$ cat src/pkg/liems_defs.svh
// offsets, field positions and reset values of the interrupt steering block
// Functional notes
// - non-specific completion clears highest set in-service bit
// - specific completion clears the named in-service bit
// - special mask mode: completion skips masked bits
// - auto completion at trailing edge of last ack
// - auto completion only on primary controller
// - eight-bit channel mask written by mask word
// - primary cascade mask blocks all secondary requests
// - special mask: every unmasked request not already in service is eligible
// - mode word loads special mask when enabled
// - PCI lines route to inputs 3-7,9-12,14,15
// - route registers at config offsets 60h, 68h
// - several PCI lines may share one input
// - active-low PCI lines inverted to high level
// - PCI destination input refuses serial legacy sources
// - internal events assert a shared PCI line
// - level select: high level or rising edge
// - in-service level holds off equal and lower
`ifndef LIEMS_DEFS_SVH
`define LIEMS_DEFS_SVH
`define LIEMS_ROUTE_LO_OFS  8'h60
`define LIEMS_ROUTE_HI_OFS  8'h68
`define LIEMS_ROUTE_RST     32'h80808080
`define LIEMS_ROUTE_DIS_BIT 7
`define LIEMS_VALID_DEST    16'hDEF8
`define LIEMS_CASCADE_IN    2
`define LIEMS_DEFAULT_LVL   3'h7
`define LIEMS_CMD_NS_EOI    3'h1
`define LIEMS_CMD_SP_EOI    3'h3
`define LIEMS_SEL_OCW2      2'h0
`define LIEMS_SEL_MODE_COMMAND_WORD      2'h1
`define LIEMS_SPECIAL_MASK_WRITE_ENABLE_BIT      6
`define LIEMS_SMM_BIT       5
`endif

$ cat src/pkg/liems_pkg.sv
// types of the interrupt steering block
package liems_pkg;
    typedef enum logic [3:0] {
        ACK_IDLE   = 4'h1,
        ACK_FIRST  = 4'h2,
        ACK_GAP    = 4'h4,
        ACK_SECOND = 4'h8
    } liems_ack_t;
    typedef logic [15:0] liems_irq_vec_t;
endpackage

$ cat src/pkg/liems_steer_if.sv
// steered PCI levels passed from the route block to the controllers
interface liems_steer_if;
    liems_pkg::liems_irq_vec_t pci_level;
    liems_pkg::liems_irq_vec_t pci_dest;
    modport src (output pci_level, output pci_dest);
    modport dst (input pci_level, input pci_dest);
endinterface

$ cat src/logic/liems_route.sv
// route registers and steering of the shared PCI lines onto controller inputs
`include "liems_defs.svh"
module liems_route #(
    parameter int LINES = 8
) (
    input  wire logic              clk_sys_i,
    input  wire logic              srst_i,
    input  wire logic              cfg_wr_i,
    input  wire logic [7:0]        cfg_addr_i,
    input  wire logic [3:0]        cfg_be_i,
    input  wire logic [31:0]       cfg_wdata_i,
    output      logic [31:0]       cfg_rdata_o,
    input  wire logic [LINES-1:0]  pirq_n_i,
    liems_steer_if.src             st
);
    logic [31:0] route [2];
    logic [31:0] next_route [2];
    logic [31:0] next_rdata;

    function automatic logic [15:0] dest_of(input logic [7:0] r);
        logic [15:0] d;
        d = 16'h0001 << r[3:0];
        if (r[`LIEMS_ROUTE_DIS_BIT])
            d = 16'h0000;
        return d & `LIEMS_VALID_DEST;
    endfunction

    always_comb
    begin
        next_route[0] = route[0];
        next_route[1] = route[1];
        for (int b = 0; b < 4; b++)
        begin
            if (cfg_wr_i && cfg_be_i[b] && cfg_addr_i == `LIEMS_ROUTE_LO_OFS)
                next_route[0][b*8 +: 8] = cfg_wdata_i[b*8 +: 8];
            if (cfg_wr_i && cfg_be_i[b] && cfg_addr_i == `LIEMS_ROUTE_HI_OFS)
                next_route[1][b*8 +: 8] = cfg_wdata_i[b*8 +: 8];
        end
        case (cfg_addr_i)
            `LIEMS_ROUTE_LO_OFS: next_rdata = route[0];
            `LIEMS_ROUTE_HI_OFS: next_rdata = route[1];
            default:             next_rdata = 32'h00000000;
        endcase
    end

    always_ff @(posedge clk_sys_i)
    begin
        if (srst_i)
        begin
            route[0]    <= `LIEMS_ROUTE_RST;
            route[1]    <= `LIEMS_ROUTE_RST;
            cfg_rdata_o <= 32'h00000000;
        end
        else
        begin
            route[0]    <= next_route[0];
            route[1]    <= next_route[1];
            cfg_rdata_o <= next_rdata;
        end
    end

    // lines sharing one input are or-ed; each line is inverted to active high
    always_comb
    begin
        st.pci_level = 16'h0000;
        st.pci_dest  = 16'h0000;
        for (int i = 0; i < LINES; i++)
        begin
            st.pci_dest  = st.pci_dest | dest_of(route[i/4][(i%4)*8 +: 8]);
            st.pci_level = st.pci_level
                         | (dest_of(route[i/4][(i%4)*8 +: 8]) & {16{~pirq_n_i[i]}});
        end
    end
endmodule

$ cat src/logic/liems_top.sv
// cascaded legacy interrupt controller pair: completion, masking, PCI steering
`include "liems_defs.svh"
module liems_top #(
    parameter int LINES       = 8,
    parameter int PM_LINE     = 0,
    parameter int HEALTH_LINE = 0
) (
    input  wire logic              clk_sys_i,
    input  wire logic              srst_i,
    input  wire logic              cfg_wr_i,
    input  wire logic [7:0]        cfg_addr_i,
    input  wire logic [3:0]        cfg_be_i,
    input  wire logic [31:0]       cfg_wdata_i,
    output      logic [31:0]       cfg_rdata_o,
    input  wire logic              host_wr_i,
    input  wire logic              host_sec_i,
    input  wire logic              host_a0_i,
    input  wire logic [7:0]        host_wdata_i,
    output      logic [7:0]        host_rdata_o,
    input  wire logic              interrupt_ack_strobe_n_i,
    output      logic              intr_o,
    output      logic [3:0]        ack_level_o,
    input  wire logic              auto_completion_mode_i,
    input  wire logic [15:0]       edge_level_select_i,
    input  wire logic [15:0]       legacy_irq_i,
    input  wire logic [LINES-1:0]  shared_pci_irq_lines_n_i,
    output      logic [LINES-1:0]  shared_pci_irq_lines_o,
    output      logic [LINES-1:0]  shared_pci_irq_lines_oe_o,
    input  wire logic              power_mgmt_event_i,
    input  wire logic              system_health_event_i
);
    liems_steer_if st ();

    liems_route #(
        .LINES (LINES)
    ) i_liems_route (
        .clk_sys_i   (clk_sys_i),
        .srst_i      (srst_i),
        .cfg_wr_i    (cfg_wr_i),
        .cfg_addr_i  (cfg_addr_i),
        .cfg_be_i    (cfg_be_i),
        .cfg_wdata_i (cfg_wdata_i),
        .cfg_rdata_o (cfg_rdata_o),
        .pirq_n_i    (shared_pci_irq_lines_n_i),
        .st          (st.src)
    );

    logic [7:0]           in_service_bits      [2];
    logic [7:0]           channel_mask_register      [2];
    logic [7:0]           irr      [2];
    logic [7:0]           prev_in  [2];
    logic                 special_mask_select      [2];
    logic [7:0]           next_isr [2];
    logic [7:0]           next_imr [2];
    logic [7:0]           next_irr [2];
    logic                 next_smm [2];
    logic [7:0]           set_b    [2];
    logic [7:0]           clr_b    [2];
    logic [7:0]           ctl_in   [2];
    logic [7:0]           edge_level_select     [2];
    logic [7:0]           req      [2];
    logic [3:0]           win      [2];
    logic [15:0]          merged;
    logic                 strobe_q;
    logic                 ack_fall;
    logic                 ack_rise;
    liems_pkg::liems_ack_t ack_st;
    liems_pkg::liems_ack_t next_ack_st;
    logic [3:0]           next_ack_level;
    logic [7:0]           next_rdata;
    logic [LINES-1:0]     next_oe;

    // {found, index}; index 0 is the highest priority
    function automatic logic [3:0] top_bit(input logic [7:0] v);
        logic [3:0] r;
        r = 4'h0;
        for (int i = 7; i >= 0; i--)
        begin
            if (v[i])
                r = {1'b1, 3'(i)};
        end
        return r;
    endfunction

    function automatic logic [7:0] one_hot(input logic [2:0] i);
        return 8'h01 << i;
    endfunction

    // winning request, honouring nesting or special mask mode
    function automatic logic [3:0] pick(input logic [7:0] rq, input logic [7:0] sv,
                                        input logic sm);
        logic [3:0] t;
        logic [3:0] h;
        t = top_bit(rq);
        h = top_bit(sv);
        if (sm)
            t = top_bit(rq & ~sv);
        else if (h[3] && t[2:0] >= h[2:0])
            t = 4'h0;
        return t;
    endfunction

    // in-service bit cleared by a non-specific completion
    function automatic logic [7:0] ns_clear(input logic [7:0] sv, input logic [7:0] mk,
                                            input logic sm);
        logic [3:0] t;
        t = top_bit(sm ? (sv & ~mk) : sv);
        return t[3] ? one_hot(t[2:0]) : 8'h00;
    endfunction

    // a PCI destination no longer takes serial legacy sources
    assign merged = (legacy_irq_i & ~st.pci_dest) | st.pci_level;

    assign edge_level_select[1]   = edge_level_select_i[15:8];
    assign edge_level_select[0]   = edge_level_select_i[7:0] | one_hot(3'(`LIEMS_CASCADE_IN));
    assign req[0]    = irr[0] & ~channel_mask_register[0];
    assign req[1]    = irr[1] & ~channel_mask_register[1];
    assign win[0]    = pick(req[0], in_service_bits[0], special_mask_select[0]);
    assign win[1]    = pick(req[1], in_service_bits[1], special_mask_select[1]);
    assign intr_o    = win[0][3];
    assign ack_fall  = strobe_q & ~interrupt_ack_strobe_n_i;
    assign ack_rise  = ~strobe_q & interrupt_ack_strobe_n_i;
    assign shared_pci_irq_lines_o = '0;

    always_comb
    begin
        ctl_in[1] = merged[15:8];
        ctl_in[0] = merged[7:0];
        ctl_in[0][`LIEMS_CASCADE_IN] = win[1][3];
    end

    always_comb
    begin
        next_ack_st    = ack_st;
        next_ack_level = ack_level_o;
        for (int c = 0; c < 2; c++)
        begin
            set_b[c]    = 8'h00;
            clr_b[c]    = 8'h00;
            next_imr[c] = channel_mask_register[c];
            next_smm[c] = special_mask_select[c];
            next_irr[c] = (edge_level_select[c] & ctl_in[c])
                        | (~edge_level_select[c] & (irr[c] | (ctl_in[c] & ~prev_in[c])));
            if (host_wr_i && host_sec_i == (c == 1))
            begin
                if (host_a0_i)
                    next_imr[c] = host_wdata_i;
                else if (host_wdata_i[4:3] == `LIEMS_SEL_OCW2)
                begin
                    if (host_wdata_i[7:5] == `LIEMS_CMD_NS_EOI)
                        clr_b[c] = ns_clear(in_service_bits[c], channel_mask_register[c], special_mask_select[c]);
                    else if (host_wdata_i[7:5] == `LIEMS_CMD_SP_EOI)
                        clr_b[c] = one_hot(host_wdata_i[2:0]);
                end
                else if (host_wdata_i[4:3] == `LIEMS_SEL_MODE_COMMAND_WORD)
                begin
                    if (host_wdata_i[`LIEMS_SPECIAL_MASK_WRITE_ENABLE_BIT])
                        next_smm[c] = host_wdata_i[`LIEMS_SMM_BIT];
                end
            end
        end
        case (ack_st)
            liems_pkg::ACK_IDLE:
            begin
                if (ack_fall)
                begin
                    next_ack_st    = liems_pkg::ACK_FIRST;
                    next_ack_level = {1'b0, `LIEMS_DEFAULT_LVL};
                    if (win[0][3])
                    begin
                        set_b[0]       = one_hot(win[0][2:0]);
                        next_ack_level = {1'b0, win[0][2:0]};
                        if (win[0][2:0] == 3'(`LIEMS_CASCADE_IN))
                        begin
                            next_ack_level = {1'b1, `LIEMS_DEFAULT_LVL};
                            if (win[1][3])
                            begin
                                set_b[1]       = one_hot(win[1][2:0]);
                                next_ack_level = {1'b1, win[1][2:0]};
                            end
                        end
                    end
                end
            end
            liems_pkg::ACK_FIRST:
            begin
                if (ack_rise)
                    next_ack_st = liems_pkg::ACK_GAP;
            end
            liems_pkg::ACK_GAP:
            begin
                if (ack_fall)
                    next_ack_st = liems_pkg::ACK_SECOND;
            end
            liems_pkg::ACK_SECOND:
            begin
                if (ack_rise)
                begin
                    next_ack_st = liems_pkg::ACK_IDLE;
                    // only the primary completes itself; secondary never does
                    if (auto_completion_mode_i)
                        clr_b[0] = clr_b[0] | ns_clear(in_service_bits[0], channel_mask_register[0], special_mask_select[0]);
                end
            end
            default:
                next_ack_st = liems_pkg::ACK_IDLE;
        endcase
        for (int c = 0; c < 2; c++)
        begin
            // a set in the same cycle as a clear wins
            next_isr[c] = (in_service_bits[c] & ~clr_b[c]) | set_b[c];
            next_irr[c] = next_irr[c] & ~(set_b[c] & ~edge_level_select[c]);
        end
        next_rdata = host_a0_i ? channel_mask_register[host_sec_i] : in_service_bits[host_sec_i];
        next_oe    = '0;
        if (power_mgmt_event_i)
            next_oe[PM_LINE] = 1'b1;
        if (system_health_event_i)
            next_oe[HEALTH_LINE] = 1'b1;
    end

    always_ff @(posedge clk_sys_i)
    begin
        if (srst_i)
        begin
            for (int c = 0; c < 2; c++)
            begin
                in_service_bits[c]     <= 8'h00;
                channel_mask_register[c]     <= 8'h00;
                irr[c]     <= 8'h00;
                prev_in[c] <= 8'h00;
                special_mask_select[c]     <= 1'b0;
            end
            ack_st                    <= liems_pkg::ACK_IDLE;
            ack_level_o               <= 4'h0;
            strobe_q                  <= 1'b1;
            host_rdata_o              <= 8'h00;
            shared_pci_irq_lines_oe_o <= '0;
        end
        else
        begin
            for (int c = 0; c < 2; c++)
            begin
                in_service_bits[c]     <= next_isr[c];
                channel_mask_register[c]     <= next_imr[c];
                irr[c]     <= next_irr[c];
                prev_in[c] <= ctl_in[c];
                special_mask_select[c]     <= next_smm[c];
            end
            ack_st                    <= next_ack_st;
            ack_level_o               <= next_ack_level;
            strobe_q                  <= interrupt_ack_strobe_n_i;
            host_rdata_o              <= next_rdata;
            shared_pci_irq_lines_oe_o <= next_oe;
        end
    end

    // helpers read only by the checks below
    logic       pri_ns_wr;
    logic       pri_sp_wr;
    logic       pri_mode_command_word_wr;
    logic [3:0] hi_isr0;
    assign pri_ns_wr   = host_wr_i && !host_sec_i && !host_a0_i
                       && host_wdata_i[4:3] == `LIEMS_SEL_OCW2
                       && host_wdata_i[7:5] == `LIEMS_CMD_NS_EOI;
    assign pri_sp_wr   = host_wr_i && !host_sec_i && !host_a0_i
                       && host_wdata_i[4:3] == `LIEMS_SEL_OCW2
                       && host_wdata_i[7:5] == `LIEMS_CMD_SP_EOI;
    assign pri_mode_command_word_wr = host_wr_i && !host_sec_i && !host_a0_i
                       && host_wdata_i[4:3] == `LIEMS_SEL_MODE_COMMAND_WORD;
    assign hi_isr0     = top_bit(in_service_bits[0]);
endmodule

$ cat config.mk
export PLATFORM = sky130hd
export DESIGN_NAME = liems_top
export DESIGN_NICKNAME = d
export VERILOG_FILES = /design/src/pkg/liems_pkg.sv /design/src/pkg/liems_steer_if.sv /design/src/logic/liems_route.sv /design/src/logic/liems_top.sv
export VERILOG_INCLUDE_DIRS = /design/src /design/src/pkg
export SDC_FILE = /design/constraint.sdc
export NUM_CORES = 1
export LEC_CHECK = 0
export ABC_AREA = 1
export BUFFER_PORTS_ARGS = -buffer_cell sky130_fd_sc_hd__buf_2
export CAP_MARGIN = 20
export CORE_MARGIN = 4
export CORE_UTILIZATION = 45
export CTS_CLUSTER_SIZE = 24
export DETAILED_ROUTE_END_ITERATION = 7
export PLACE_DENSITY_LB_ADDON = 0.2
export RECOVER_POWER = 25
export SETUP_SLACK_MARGIN = 0.5
export SKIP_CTS_REPAIR_TIMING = 1
export SLEW_MARGIN = 20
export SYNTH_ARGS = -nofsm -noshare
export SYNTH_HDL_FRONTEND = slang
export SYNTH_SLANG_ARGS = --single-unit
$ cat constraint.sdc
create_clock -name clk_sys_i -period 2.3 [get_ports clk_sys_i]
set_input_delay 0.46 -clock clk_sys_i [delete_from_list [all_inputs] [get_ports clk_sys_i]]
set_output_delay 0.46 -clock clk_sys_i [all_outputs]
set_load 0.005 [all_outputs]
==> results of run 1 <==
==> per-layer routing <==
| layer | global-route usage | wire (um) |
|---|---|---|
| met1 | 0.336 | 15000 |
| met2 | 0.465 | 17100 |
| met3 | 0.0482 | 2320 |
| met4 | 0.106 | 1420 |
| met5 | 0 | 0 |
==> power by group <==
part	switching (mW)	leakage, nW	internal (mW)
logic	1.37	4.02	0.973
clock network	1.43	0.299	1.66
registers	0.0972	1.46	3.23
==> Yosys cell counts (2+ instances only) <==
library cell and number:
sky130_fd_sc_hd__nand2_2 6, sky130_fd_sc_hd__o21ai_1 25, sky130_fd_sc_hd__nor2_2 6, sky130_fd_sc_hd__nor3b_1 3
sky130_fd_sc_hd__buf_4 15, sky130_fd_sc_hd__nor2_1 195, sky130_fd_sc_hd__a21oi_1 139, sky130_fd_sc_hd__nand4_1 33
sky130_fd_sc_hd__o22ai_1 45, sky130_fd_sc_hd__inv_1 228, sky130_fd_sc_hd__o21ai_0 107, sky130_fd_sc_hd__o21bai_1 5
sky130_fd_sc_hd__clkinv_1 3, sky130_fd_sc_hd__nor4_1 5, sky130_fd_sc_hd__nand2_1 312, sky130_fd_sc_hd__o21ai_2 2
sky130_fd_sc_hd__o31ai_1 2, sky130_fd_sc_hd__a31oi_1 15, sky130_fd_sc_hd__nand2_4 3, sky130_fd_sc_hd__dfxtp_1 179
sky130_fd_sc_hd__o2111ai_1 2, sky130_fd_sc_hd__nor3_1 30, sky130_fd_sc_hd__o211ai_1 8, sky130_fd_sc_hd__and2_1 2
sky130_fd_sc_hd__nand3_2 3, sky130_fd_sc_hd__inv_2 37, sky130_fd_sc_hd__a21oi_2 6, sky130_fd_sc_hd__a211oi_1 4
sky130_fd_sc_hd__nand3b_1 2, sky130_fd_sc_hd__a32o_1 2, sky130_fd_sc_hd__clkbuf_1 47, sky130_fd_sc_hd__ha_1 6
sky130_fd_sc_hd__nor2_8 3, sky130_fd_sc_hd__buf_1 2, sky130_fd_sc_hd__nand3_1 111
==> registers in the layout (all words and copies together), names as in the netlist, 2 cells and up <==
name	flops
irr	15
ack_st	4
ack_level_o	4
prev_in	16
channel_mask_register	16
i_liems_route.route	64
host_rdata_o	8
special_mask_select	2
i_liems_route.cfg_rdata_o	32
in_service_bits	16
==> area by class of cell <==
class,instances,area [um2]
Clock buffer,18,429
Clock inverter,14,180
Fill cell,2148,9050
Inverter,269,1030
Multi-Input combinational cell,1115,5740
Sequential cell,179,3600
Tap cell,280,350
Timing Repair Buffer,265,1720
==> kinds of logic (layout without fill, tap and decap cells) <==
group | Yosys count | after routing | synth area share
buffers and inverters | 335 | 566 | 0.130
adders and majority gates | 6 | 6 | 0.00732
other | 1 | 15 | 0.000366
and+or+nand+nor | 723 | 723 | 0.311
AOI/OAI and AO/OA | 371 | 371 | 0.202
DFF | 179 | 179 | 0.350
==> worst register-to-register path, cell delays in order, from the launching register on <==
cell	delay [ns]
sky130_fd_sc_hd__dfxtp_1	0.42
sky130_fd_sc_hd__a21oi_1	0.10
sky130_fd_sc_hd__o21ai_0	0.14
sky130_fd_sc_hd__nand2_1	0.09
sky130_fd_sc_hd__a21oi_1	0.18
sky130_fd_sc_hd__ha_1	0.27
sky130_fd_sc_hd__nand3_2	0.07
sky130_fd_sc_hd__nand3_2	0.08
sky130_fd_sc_hd__buf_4	0.15
sky130_fd_sc_hd__a21oi_4	0.18
sky130_fd_sc_hd__nand3_2	0.13
sky130_fd_sc_hd__buf_6	0.14
sky130_fd_sc_hd__nand3_4	0.11
sky130_fd_sc_hd__nor2_8	0.05
sky130_fd_sc_hd__buf_12	0.14
sky130_fd_sc_hd__buf_4	0.13
sky130_fd_sc_hd__nand3_2	0.06
sky130_fd_sc_hd__a21oi_2	0.05
==> final timing paths <==
path | from | to | slack (ns)
setup reg to reg | in_service_bits[0][7]$_SDFF_PP0_ | in_service_bits[1][5]$_SDFF_PP0_ | -0.39
hold reg to reg | ack_level_o[2]$_SDFFE_PP0P_ | ack_level_o[2]$_SDFFE_PP0P_ | 0.45
hold / removal | power_mgmt_event_i | shared_pci_irq_lines_oe_o[0]$_SDFF_PP0_ | 0.23
setup / recovery | in_service_bits[0][7]$_SDFF_PP0_ | intr_o | -0.42
==> metrics by stage <==
| stage | instances | hold WS, ns | setup TNS, ns |
|---|---|---|---|
| finish | 2140 | 0.226 | -9.13 |
| global placement | 2096 | 0.430 | -1.82 |
| detailed placement | 2096 | 0.442 | -3.49 |
| global route | 2140 | 0.229 | -16.83 |
| floorplan | 1629 | 0.430 | 0 |
| CTS | 2128 | 0.215 | -4.86 |
==> impl_metrics.csv, run 1 <==
group,metric,value,unit
synth,synth_seq_cells,179,
sta,setup_viol,36,
sta,final_critical_path_setup_slack,-0.420,ns
routing,number_of_drc_violations_after_detailed_routing,0,
synth,ys.flop_type,"sky130_fd_sc_hd__dfxtp_1",
sta,fin_crit,2.72,ns
global_route,grt_remaining_overflow,0,
global_route,grt_first_pass_wirelength,55300,um
clock_network,numCtsBuffers,17,
sta,grt_setup_unrepaired,"true",
job,max_cap_violation_count,1,
finish,design.final.nets,1955,
finish,most_frequent_cells_in_the_layout,"sky130_fd_sc_hd__nand2_1 (287), sky130_fd_sc_hd__inv_1 (218), sky130_fd_sc_hd__nor2_1 (184)",
sta,max_slew_margin,-0.450,
power_and_ir_drop,leakage,5.78,nW
setup_path,cp_cell_sequence,"a21oi_1 > o21ai_0 > nand2_1 > a21oi_1 > ha_1 > nand3_2 > nand3_2 > nand2_2 > o21ai_2 > nand2_2 > nand2_4 > buf_6 > inv_2 > buf_2",
setup_path,cp_data_arrival_time,2.26,ns
die,dieArea,25300,um2
die,die_height,159,um
synth,syn_inst,1615,
synth,synth_enable_flop_cells,0,
sta,finalHoldViolCount,0,
routing,drt_first_iter_violations,800,
global_route,number_of_global_route_vias_before_repair,10710,
sta,min_period_over_period,1.18,
setup_path,critical_path_cell_count,14,
routing,vias,11465,
clock_network,cts.htree.levels,4,
worst_hold_path,min_delay_path_depth,3,
die,floorplan.initialDensity,0.464,
setup_path,critical_path_peak_fanout,4,
die,ioPinCount,163,
die,placement_rows,54,
synth,asyncSetResetFlopFracSynth,0,
routing,avgViaCountPerCell,5.36,
setup_path,cp_num_buf_inv,3,
finish,layout.cell_area.non_filler,13000,um2
sta,f_max,0.368,GHz
synth,synth_top_cell_by_area,"sky130_fd_sc_hd__dfxtp_1",
clock_network,cts-root-buf,"sky130_fd_sc_hd__clkbuf_16",
sta,worstMarginPinSlew,2.17,ns
synth,yosysWarningCount,0,
clock_network,clock_tree_from_tritoncts,"yes",
clock_network,worstSkewPairLatency,0.44,ns
clock_network,clock-sinks,179,
synth,yosysSeqAreaShare,0.350,
finish,syn2layout_area_growth,27.3,%
routing,drt.antenna.violating_nets,0,
die,die_w,159,um
setup_path,worst_setup_path_end_kind,"output pin",
synth,syn-mean-instance-area,6.35,um2
routing,drtPass1Iterations,6,
finish,layout.cells.most_common,"sky130_fd_sc_hd__nand2_1",
place,place.detailed.hpwl,27400,um
synth,synth_top_area_share,0.350,
global_route,antenna_found_initial,0,
setup_path,worst_r2r_path_depth,17,
place,place.port_buffers,145,
synth,synth_cell_types,57,
synth,synth.area.top_cells,"sky130_fd_sc_hd__dfxtp_1 (35%), sky130_fd_sc_hd__nand2_1 (11%), sky130_fd_sc_hd__inv_1 (8.4%)",
setup_path,type_of_the_setup_path_with_the_least_slack,"reg2out",
finish,final_layout_size_suffix_gt1_frac,0.245,
clock_network,clkSlewWorstSetupHoldPaths,0.08,ns
run_status,violations,"max-capacitance violations, max-slew violations, negative setup slack",
synth,synth_area,10200,um2
power_and_ir_drop,power_density,671,nW/um2
setup_path,worst_setup_path_start_kind,"register",
sta,skew,0.00828,ns
power_and_ir_drop,ir_drop,0.368,mV
finish,post-route-util,0.590,
place,dp_slack,-0.184,ns
setup_path,slowest_delay,0.42,ns
die,core_area,22100,um2
setup_path,critPathSlowestCell,"sky130_fd_sc_hd__dfxtp_1",
setup_path,critical-path-top-delay-family,"compound AO/OA/AOI/OAI gates",
setup_path,worst-endpoint-required,1.84,ns
routing,drt_wl_total,35900,um
routing,post_drt_wl_per_cell,16.8,um
finish,antennaDiodeCount,0,
sta,timing_max_transition_violations_final,84,
place,postPlaceCellArea,12000,um2
worst_hold_path,timing.hold.worst.class,"in2reg",
run_status,result_of_the_run,"finished, violations left",
global_route,grtUsageTotal,0.270,
clock_network,max-clock-path-buffers,2,
global_route,grt_max_degree,84,
power_and_ir_drop,design_power_total,8.75,mW
place,globalplace.congestion,1.02,
Note: power is estimated with default switching activity, not from simulation.
==> run 2: changes to the inputs <==
--- a/config.mk
+++ b/config.mk
@@ -10,13 +10,14 @@
 export BUFFER_PORTS_ARGS = -buffer_cell sky130_fd_sc_hd__buf_2
 export CAP_MARGIN = 20
 export CORE_MARGIN = 4
-export CORE_UTILIZATION = 45
+export CORE_UTILIZATION = 52
 export CTS_CLUSTER_SIZE = 24
 export DETAILED_ROUTE_END_ITERATION = 7
 export PLACE_DENSITY_LB_ADDON = 0.2
 export RECOVER_POWER = 25
 export SETUP_SLACK_MARGIN = 0.5
 export SKIP_CTS_REPAIR_TIMING = 1
+export SKIP_LAST_GASP = 1
 export SLEW_MARGIN = 20
 export SYNTH_ARGS = -nofsm -noshare
 export SYNTH_HDL_FRONTEND = slang
==> run 2 against run 1 <==
Against the previous run: sequential share of layout area is 0.36 points higher; clock power down 3%; critical path depth is 1 lower; highest routed layer is now met5; worst hold slack got worse by 0.0041 ns; the flow still finishes with violations (max-capacitance violations, max-slew violations, negative setup slack).
==> impl_metrics.csv, run 2 (synthesis results as in run 1) <==
group,metric,value,unit
run_status,result_of_the_run,"finished, violations left",
run_status,violations,"max-capacitance violations, max-slew violations, negative setup slack",
global_route,globalRouteMet2Util,0.509,
place,place.port_buffers,145,
die,die_height,148,um
routing,avgViaCountPerCell,5.42,
routing,drt_first_iter_violations,957,
power_and_ir_drop,p_seq_frac,0.385,
setup_path,critPathSlowestCell,"sky130_fd_sc_hd__dfxtp_1",
finish,most_frequent_cells_in_the_layout,"sky130_fd_sc_hd__nand2_1 (289), sky130_fd_sc_hd__inv_1 (217), sky130_fd_sc_hd__nor2_1 (185)",
routing,post_drt_wl_per_cell,16.4,um
clock_network,numCtsBuffers,17,
global_route,grt_remaining_overflow,0,
sta,timing_max_transition_violations_final,143,
finish,layout.cell_area.non_filler,12900,um2
finish,largest-register,"i_liems_route.route",
setup_path,worst-endpoint-required,1.84,ns
routing,vias,11483,
finish,largest_register_ff_count,64,
job,max_cap_violation_count,2,
sta,f_max,0.359,GHz
place,postPlaceCellArea,11900,um2
routing,drt_wl_total,34600,um
global_route,antenna_found_initial,1,
sta,max_slew_margin,-0.232,
setup_path,worst_setup_path_start_kind,"register",
setup_path,slowest_delay,0.35,ns
power_and_ir_drop,switching_power,2.91,mW
power_and_ir_drop,power_density,672,nW/um2
routing,drt.antenna.violating_nets,0,
power_and_ir_drop,power.share.switching,0.337,
place,place.detailed.hpwl,26100,um
power_and_ir_drop,combinationalPowerShare,0.268,
clock_network,clock_tree_from_tritoncts,"yes",
finish,layout.cells.most_common,"sky130_fd_sc_hd__nand2_1",
sta,grt_setup_unrepaired,"true",
global_route,grtUsageTotal,0.299,
power_and_ir_drop,ir_drop,0.477,mV
setup_path,critical_path_peak_fanout,3,
power_and_ir_drop,pwr-share-clk,0.347,
clock_network,max-clock-path-buffers,2,
sta,worstMarginPinSlew,1.85,ns
clock_network,worstSkewPairLatency,0.45,ns
setup_path,critical-path-top-delay-family,"simple AND/OR/NAND/NOR gates",
sta,setup_viol,36,
finish,reg.largest.list,"i_liems_route.route: 64 flops, i_liems_route.cfg_rdata_o: 32 flops",
routing,drtPass1Iterations,6,
sta,min_period_over_period,1.21,
finish,final_layout_size_suffix_gt1_frac,0.233,
finish,syn2layout_area_growth,25.6,%
sta,finalHoldViolCount,0,
clock_network,cts.htree.levels,4,
sta,fin_crit,2.78,ns
finish,design.final.nets,1947,
sta,final_critical_path_setup_slack,-0.483,ns
clock_network,clkSlewWorstSetupHoldPaths,0.07,ns
routing,number_of_drc_violations_after_detailed_routing,0,
setup_path,cp_cell_sequence,"nand2_2 > nand4_1 > a21oi_2 > ha_4 > a21oi_2 > nand3_4 > nand2_2 > o21ai_2 > nand2_2 > nand2_4 > buf_6 > inv_2 > buf_6",
setup_path,worst_setup_path_end_kind,"output pin",
global_route,grtUsageMet3,0.0506,
power_and_ir_drop,internal_power,5.74,mW
global_route,grt_max_degree,106,
global_route,met1_usage_in_global_routing,0.376,
setup_path,path_common_cell,"sky130_fd_sc_hd__nand2_2",
die,placement_rows,51,
power_and_ir_drop,design_power_total,8.65,mW
global_route,number_of_global_route_vias_before_repair,10502,
worst_hold_path,timing.hold.worst.class,"in2reg",
setup_path,cp_num_buf_inv,3,
die,floorplan.initialDensity,0.528,
die,die_w,148,um
power_and_ir_drop,leakage,5.70,nW
clock_network,clock-sinks,179,
setup_path,type_of_the_setup_path_with_the_least_slack,"reg2out",
die,dieArea,22000,um2
die,core_area,19400,um2
sta,skew,0.0149,ns
global_route,gr-max-usage-layer,"met2",
finish,antennaDiodeCount,0,
clock_network,cts-root-buf,"sky130_fd_sc_hd__clkbuf_16",
setup_path,cp_data_arrival_time,2.32,ns
place,globalplace.congestion,1.03,
die,ioPinCount,163,
global_route,grt_first_pass_wirelength,52800,um
-- run 2: worst paths after layout --
| check | from | to | slack, ns | cells past startpoint |
|---|---|---|---|---|
| setup / recovery | irr[0][0]$_SDFF_PP0_ | intr_o | -0.48 | 13 |
| hold reg to reg | i_liems_route.route[0][20]$_SDFFE_PP0P_ | i_liems_route.route[0][20]$_SDFFE_PP0P_ | 0.45 | 2 |
| setup reg to reg | irr[0][0]$_SDFF_PP0_ | in_service_bits[1][0]$_SDFF_PP0_ | -0.42 | 17 |
| hold / removal | interrupt_ack_strobe_n_i | strobe_q$_SDFF_PP1_ | 0.22 | 3 |
-- run 2: metrics by stage --
| stage | TNS (ns) | hold WS [ns] | utilization | worst slack (ns) | std cells |
|---|---|---|---|---|---|
| after floorplan | 0 | 0.430 | - | 0.0567 | 1629 |
| after global placement | -2.39 | 0.428 | 0.615 | -0.136 | 2077 |
| after detailed placement | -3.34 | 0.434 | 0.615 | -0.164 | 2077 |
| after CTS | -5.21 | 0.212 | 0.646 | -0.537 | 2109 |
| after global routing | -16.41 | 0.218 | 0.663 | -0.580 | 2117 |
| final | -10.08 | 0.221 | 0.663 | -0.483 | 2117 |
-- run 2: layer usage --
layer / part of all wire / vias to the layer above
li1: - / 5715
met5: 0.00029 / -
met2: 0.48 / 496
met3: 0.067 / 87
met4: 0.040 / 2
met1: 0.41 / 5183
-- run 2: worst min-delay path: cells and delay by family --
kind | cells | cell delay [ns]
buf+inv | 2 | 0.13
simple gates | 1 | 0.04
-- run 2: cell type report --
type	count	area (um2)
clock buffers	18	439
clock inverters	14	161
fillers	1740	6530
inverters	269	1030
multi-input cells	1117	5720
flip-flops and latches	179	3600
well taps	265	332
repair buffers	255	1580
-- run 2: power groups by stage --
| stage | clock [mW] | sequential (mW) | combinational, mW |
|---|---|---|---|
| after CTS | 3.04 | 3.32 | 1.93 |
| after detailed placement | 0 | 3.39 | 1.91 |
| after global placement | 0 | 3.39 | 1.88 |
| final | 3.01 | 3.33 | 2.32 |
| after global routing | 3.16 | 3.34 | 2.50 |
| after floorplan | 0 | 3.38 | 1.20 |
==> run 3: changes to the inputs <==
--- a/config.mk
+++ b/config.mk
@@ -10,7 +10,7 @@
 export BUFFER_PORTS_ARGS = -buffer_cell sky130_fd_sc_hd__buf_2
 export CAP_MARGIN = 20
 export CORE_MARGIN = 4
-export CORE_UTILIZATION = 52
+export CORE_UTILIZATION = 53
 export CTS_CLUSTER_SIZE = 24
 export DETAILED_ROUTE_END_ITERATION = 7
 export PLACE_DENSITY_LB_ADDON = 0.2
@@ -21,4 +21,5 @@
 export SLEW_MARGIN = 20
 export SYNTH_ARGS = -nofsm -noshare
 export SYNTH_HDL_FRONTEND = slang
+export SYNTH_HIERARCHICAL = 1
 export SYNTH_SLANG_ARGS = --single-unit
==> run 3 against run 2 <==
Against the previous run: the flow finishes with violations (negative setup slack); synthesized area up 7.3%; final area rose by 7.8%; wire length is 8.3% higher; worst hold slack better by 0.013 ns; clock skew down 0.0041 ns; register-to-register slack worse by 0.02 ns; maximum frequency down 0.96%; die area rose by 5.0%; clock-buffer cell count unchanged; critical endpoint unchanged; largest power group unchanged.
==> impl_metrics.csv, run 3 <==
group,metric,value,unit
sta,fin_crit,2.81,ns
routing,drt_wl_total,37500,um
sta,worst_hold_slack,0.235,ns
setup_path,crit-reg2reg-launch,"irr[0][7]$_SDFF_PP0_",
global_route,number_of_global_route_vias_before_repair,11520,
clock_network,clkSlewWorstSetupHoldPaths,0.08,ns
finish,most_frequent_cells_in_the_layout,"sky130_fd_sc_hd__nand2_1 (519), sky130_fd_sc_hd__nor2_1 (282), sky130_fd_sc_hd__inv_1 (216)",
clock_network,cts-root-buf,"sky130_fd_sc_hd__clkbuf_16",
finish,sequential_cell_area,3600,um2
sta,grt_setup_unrepaired,"true",
synth,syn-mean-instance-area,5.92,um2
routing,number_of_drc_violations_after_detailed_routing,0,
sta,f_max,0.356,GHz
global_route,grt_max_degree,51,
finish,final.fill_count,1869,
sta,setup-tns-final,-13.25,ns
setup_path,critical_path.endpoint,"intr_o",
setup_path,type_of_the_setup_path_with_the_least_slack,"reg2out",
clock_network,cts.htree.levels,4,
die,die_height,152,um
worst_hold_path,timing.hold.worst.class,"in2reg",
finish,syn2layout_area_growth,26.1,%
global_route,grtUsageTotal,0.301,
routing,drtPass1Iterations,6,
sta,final_critical_path_setup_slack,-0.509,ns
sta,min_period_over_period,1.22,
place,place.port_buffers,145,
routing,post_drt_wl_per_cell,15.8,um
finish,design.final.nets,2202,
finish,largest-register,"i_liems_route/route",
job,max_cap_violation_count,0,
place,globalplace.congestion,0.978,
finish,reg.largest.list,"i_liems_route/route: 64 flops, i_liems_route/cfg_rdata_o: 32 flops",
power_and_ir_drop,power_density,631,nW/um2
finish,layout.cells.most_common,"sky130_fd_sc_hd__nand2_1",
sta,setup_viol,39,
clock_network,clock-sinks,179,
sta,skew,0.0108,ns
sta,finalHoldViolCount,0,
setup_path,critical_path_peak_fanout,3,
place,place.detailed.hpwl,28400,um
finish,largest_register_ff_count,64,
clock_network,clock_tree_from_tritoncts,"yes",
power_and_ir_drop,design_power_total,8.75,mW
run_status,violations,"negative setup slack",
clock_network,max-clock-path-buffers,2,
die,placement_rows,52,
synth,syn_inst,1857,
power_and_ir_drop,leakage,7.08,nW
setup_path,worst_r2r_path_depth,20,
power_and_ir_drop,ir_drop,0.427,mV
setup_path,worst-r2r-setup-slack,-0.44,ns
finish,antennaDiodeCount,0,
global_route,grt_first_pass_wirelength,57300,um
global_route,grt_remaining_overflow,0,
die,die_w,152,um
die,core_area,20300,um2
synth,synth_area,11000,um2
setup_path,worst-endpoint-required,1.84,ns
routing,avgViaCountPerCell,5.26,
setup_path,timing.rr.end,"irr[0][9]$_SDFF_PP0_",
finish,multi_input_comb_area,6540,um2
sta,max_slew_margin,0.0549,
run_status,result_of_the_run,"finished, violations left",
place,dp_slack,-0.231,ns
routing,vias,12492,
sta,timing_max_transition_violations_final,0,
global_route,antenna_found_initial,0,
finish,final_layout_size_suffix_gt1_frac,0.222,
die,ioPinCount,163,
sta,worstMarginPinSlew,1.42,ns
clock_network,numCtsBuffers,17,
clock_network,worstSkewPairLatency,0.44,ns
routing,drt.antenna.violating_nets,0,
routing,drt_first_iter_violations,1201,
die,floorplan.initialDensity,0.542,
setup_path,worst_setup_path_start_kind,"register",
die,dieArea,23100,um2
setup_path,cp_data_arrival_time,2.35,ns
setup_path,worst_setup_path_end_kind,"output pin",
setup_path,critPathLaunch,"irr[0][7]$_SDFF_PP0_",
synth,yosysWarningCount,6,
[run 3: power breakdown]
part | internal (mW) | total (mW) | leakage, nW | switching [mW]
Sequential | 3.23 | 3.31 | 1.46 | 0.0835
Combinational | 1.01 | 2.44 | 5.33 | 1.43
Clock | 1.58 | 3.00 | 0.285 | 1.42
Total | 5.82 | 8.75 | 7.08 | 2.94
[run 3: how the worst min path moves through the flow]
stage / from / endpoint / slack (ns) / cells past startpoint
5_1_grt: edge_level_select_i[1] / irr[0][1]$_SDFF_PP0_ / 0.25 / 3
3_3_place_gp: i_liems_route/route[0][44]$_SDFFE_PP0P_ / i_liems_route/cfg_rdata_o[12]$_SDFF_PP0_ / 0.45 / 2
2_1_floorplan: i_liems_route/route[0][60]$_SDFFE_PP0P_ / i_liems_route/cfg_rdata_o[28]$_SDFF_PP0_ / 0.44 / 2
6_report: edge_level_select_i[1] / irr[0][1]$_SDFF_PP0_ / 0.23 / 3
4_1_cts: edge_level_select_i[1] / irr[0][1]$_SDFF_PP0_ / 0.23 / 3
3_5_place_dp: i_liems_route/route[0][54]$_SDFFE_PP0P_ / i_liems_route/cfg_rdata_o[22]$_SDFF_PP0_ / 0.45 / 2
[run 3: routing by layer]
metal	GRT usage	up-vias	part of all wire
met5	0	-	0
met4	0.125	0	0.040
met3	0.0469	104	0.072
met2	0.528	537	0.49
met1	0.369	5551	0.40
li1	-	6300	-
[run 3: area by class of cell]
cell class	instances	share of cell area
timing repair buffer	276	0.132
clock inverter	14	0.0114
sequential	179	0.259
inverter	256	0.0703
multi-input combinational	1364	0.471
tap	270	0.0244
clock buffer	18	0.0317
[run 3: through the flow]
step           cells  utilization  cell area [um2]
2_1_floorplan   1878            -            11200
3_3_place_gp    2329        0.628            12800
3_5_place_dp    2329        0.628            12800
4_1_cts         2361        0.658            13400
5_1_grt         2377        0.683            13900
6_report        2377        0.683            13900
[run 3: worst max-delay path, stage by stage (launching register included)]
cell	delay, ns
sky130_fd_sc_hd__dfxtp_2	0.33
sky130_fd_sc_hd__buf_4	0.13
sky130_fd_sc_hd__nand2_2	0.07
sky130_fd_sc_hd__nand2_2	0.08
sky130_fd_sc_hd__nor2_4	0.12
sky130_fd_sc_hd__nor3_4	0.05
sky130_fd_sc_hd__ha_1	0.35
sky130_fd_sc_hd__a21oi_2	0.15
sky130_fd_sc_hd__nand3_2	0.11
sky130_fd_sc_hd__nand2_1	0.09
sky130_fd_sc_hd__nand2_1	0.07
sky130_fd_sc_hd__nand2_1	0.07
sky130_fd_sc_hd__nand2_2	0.06
sky130_fd_sc_hd__buf_6	0.12
sky130_fd_sc_hd__inv_4	0.04
sky130_fd_sc_hd__buf_6	0.08
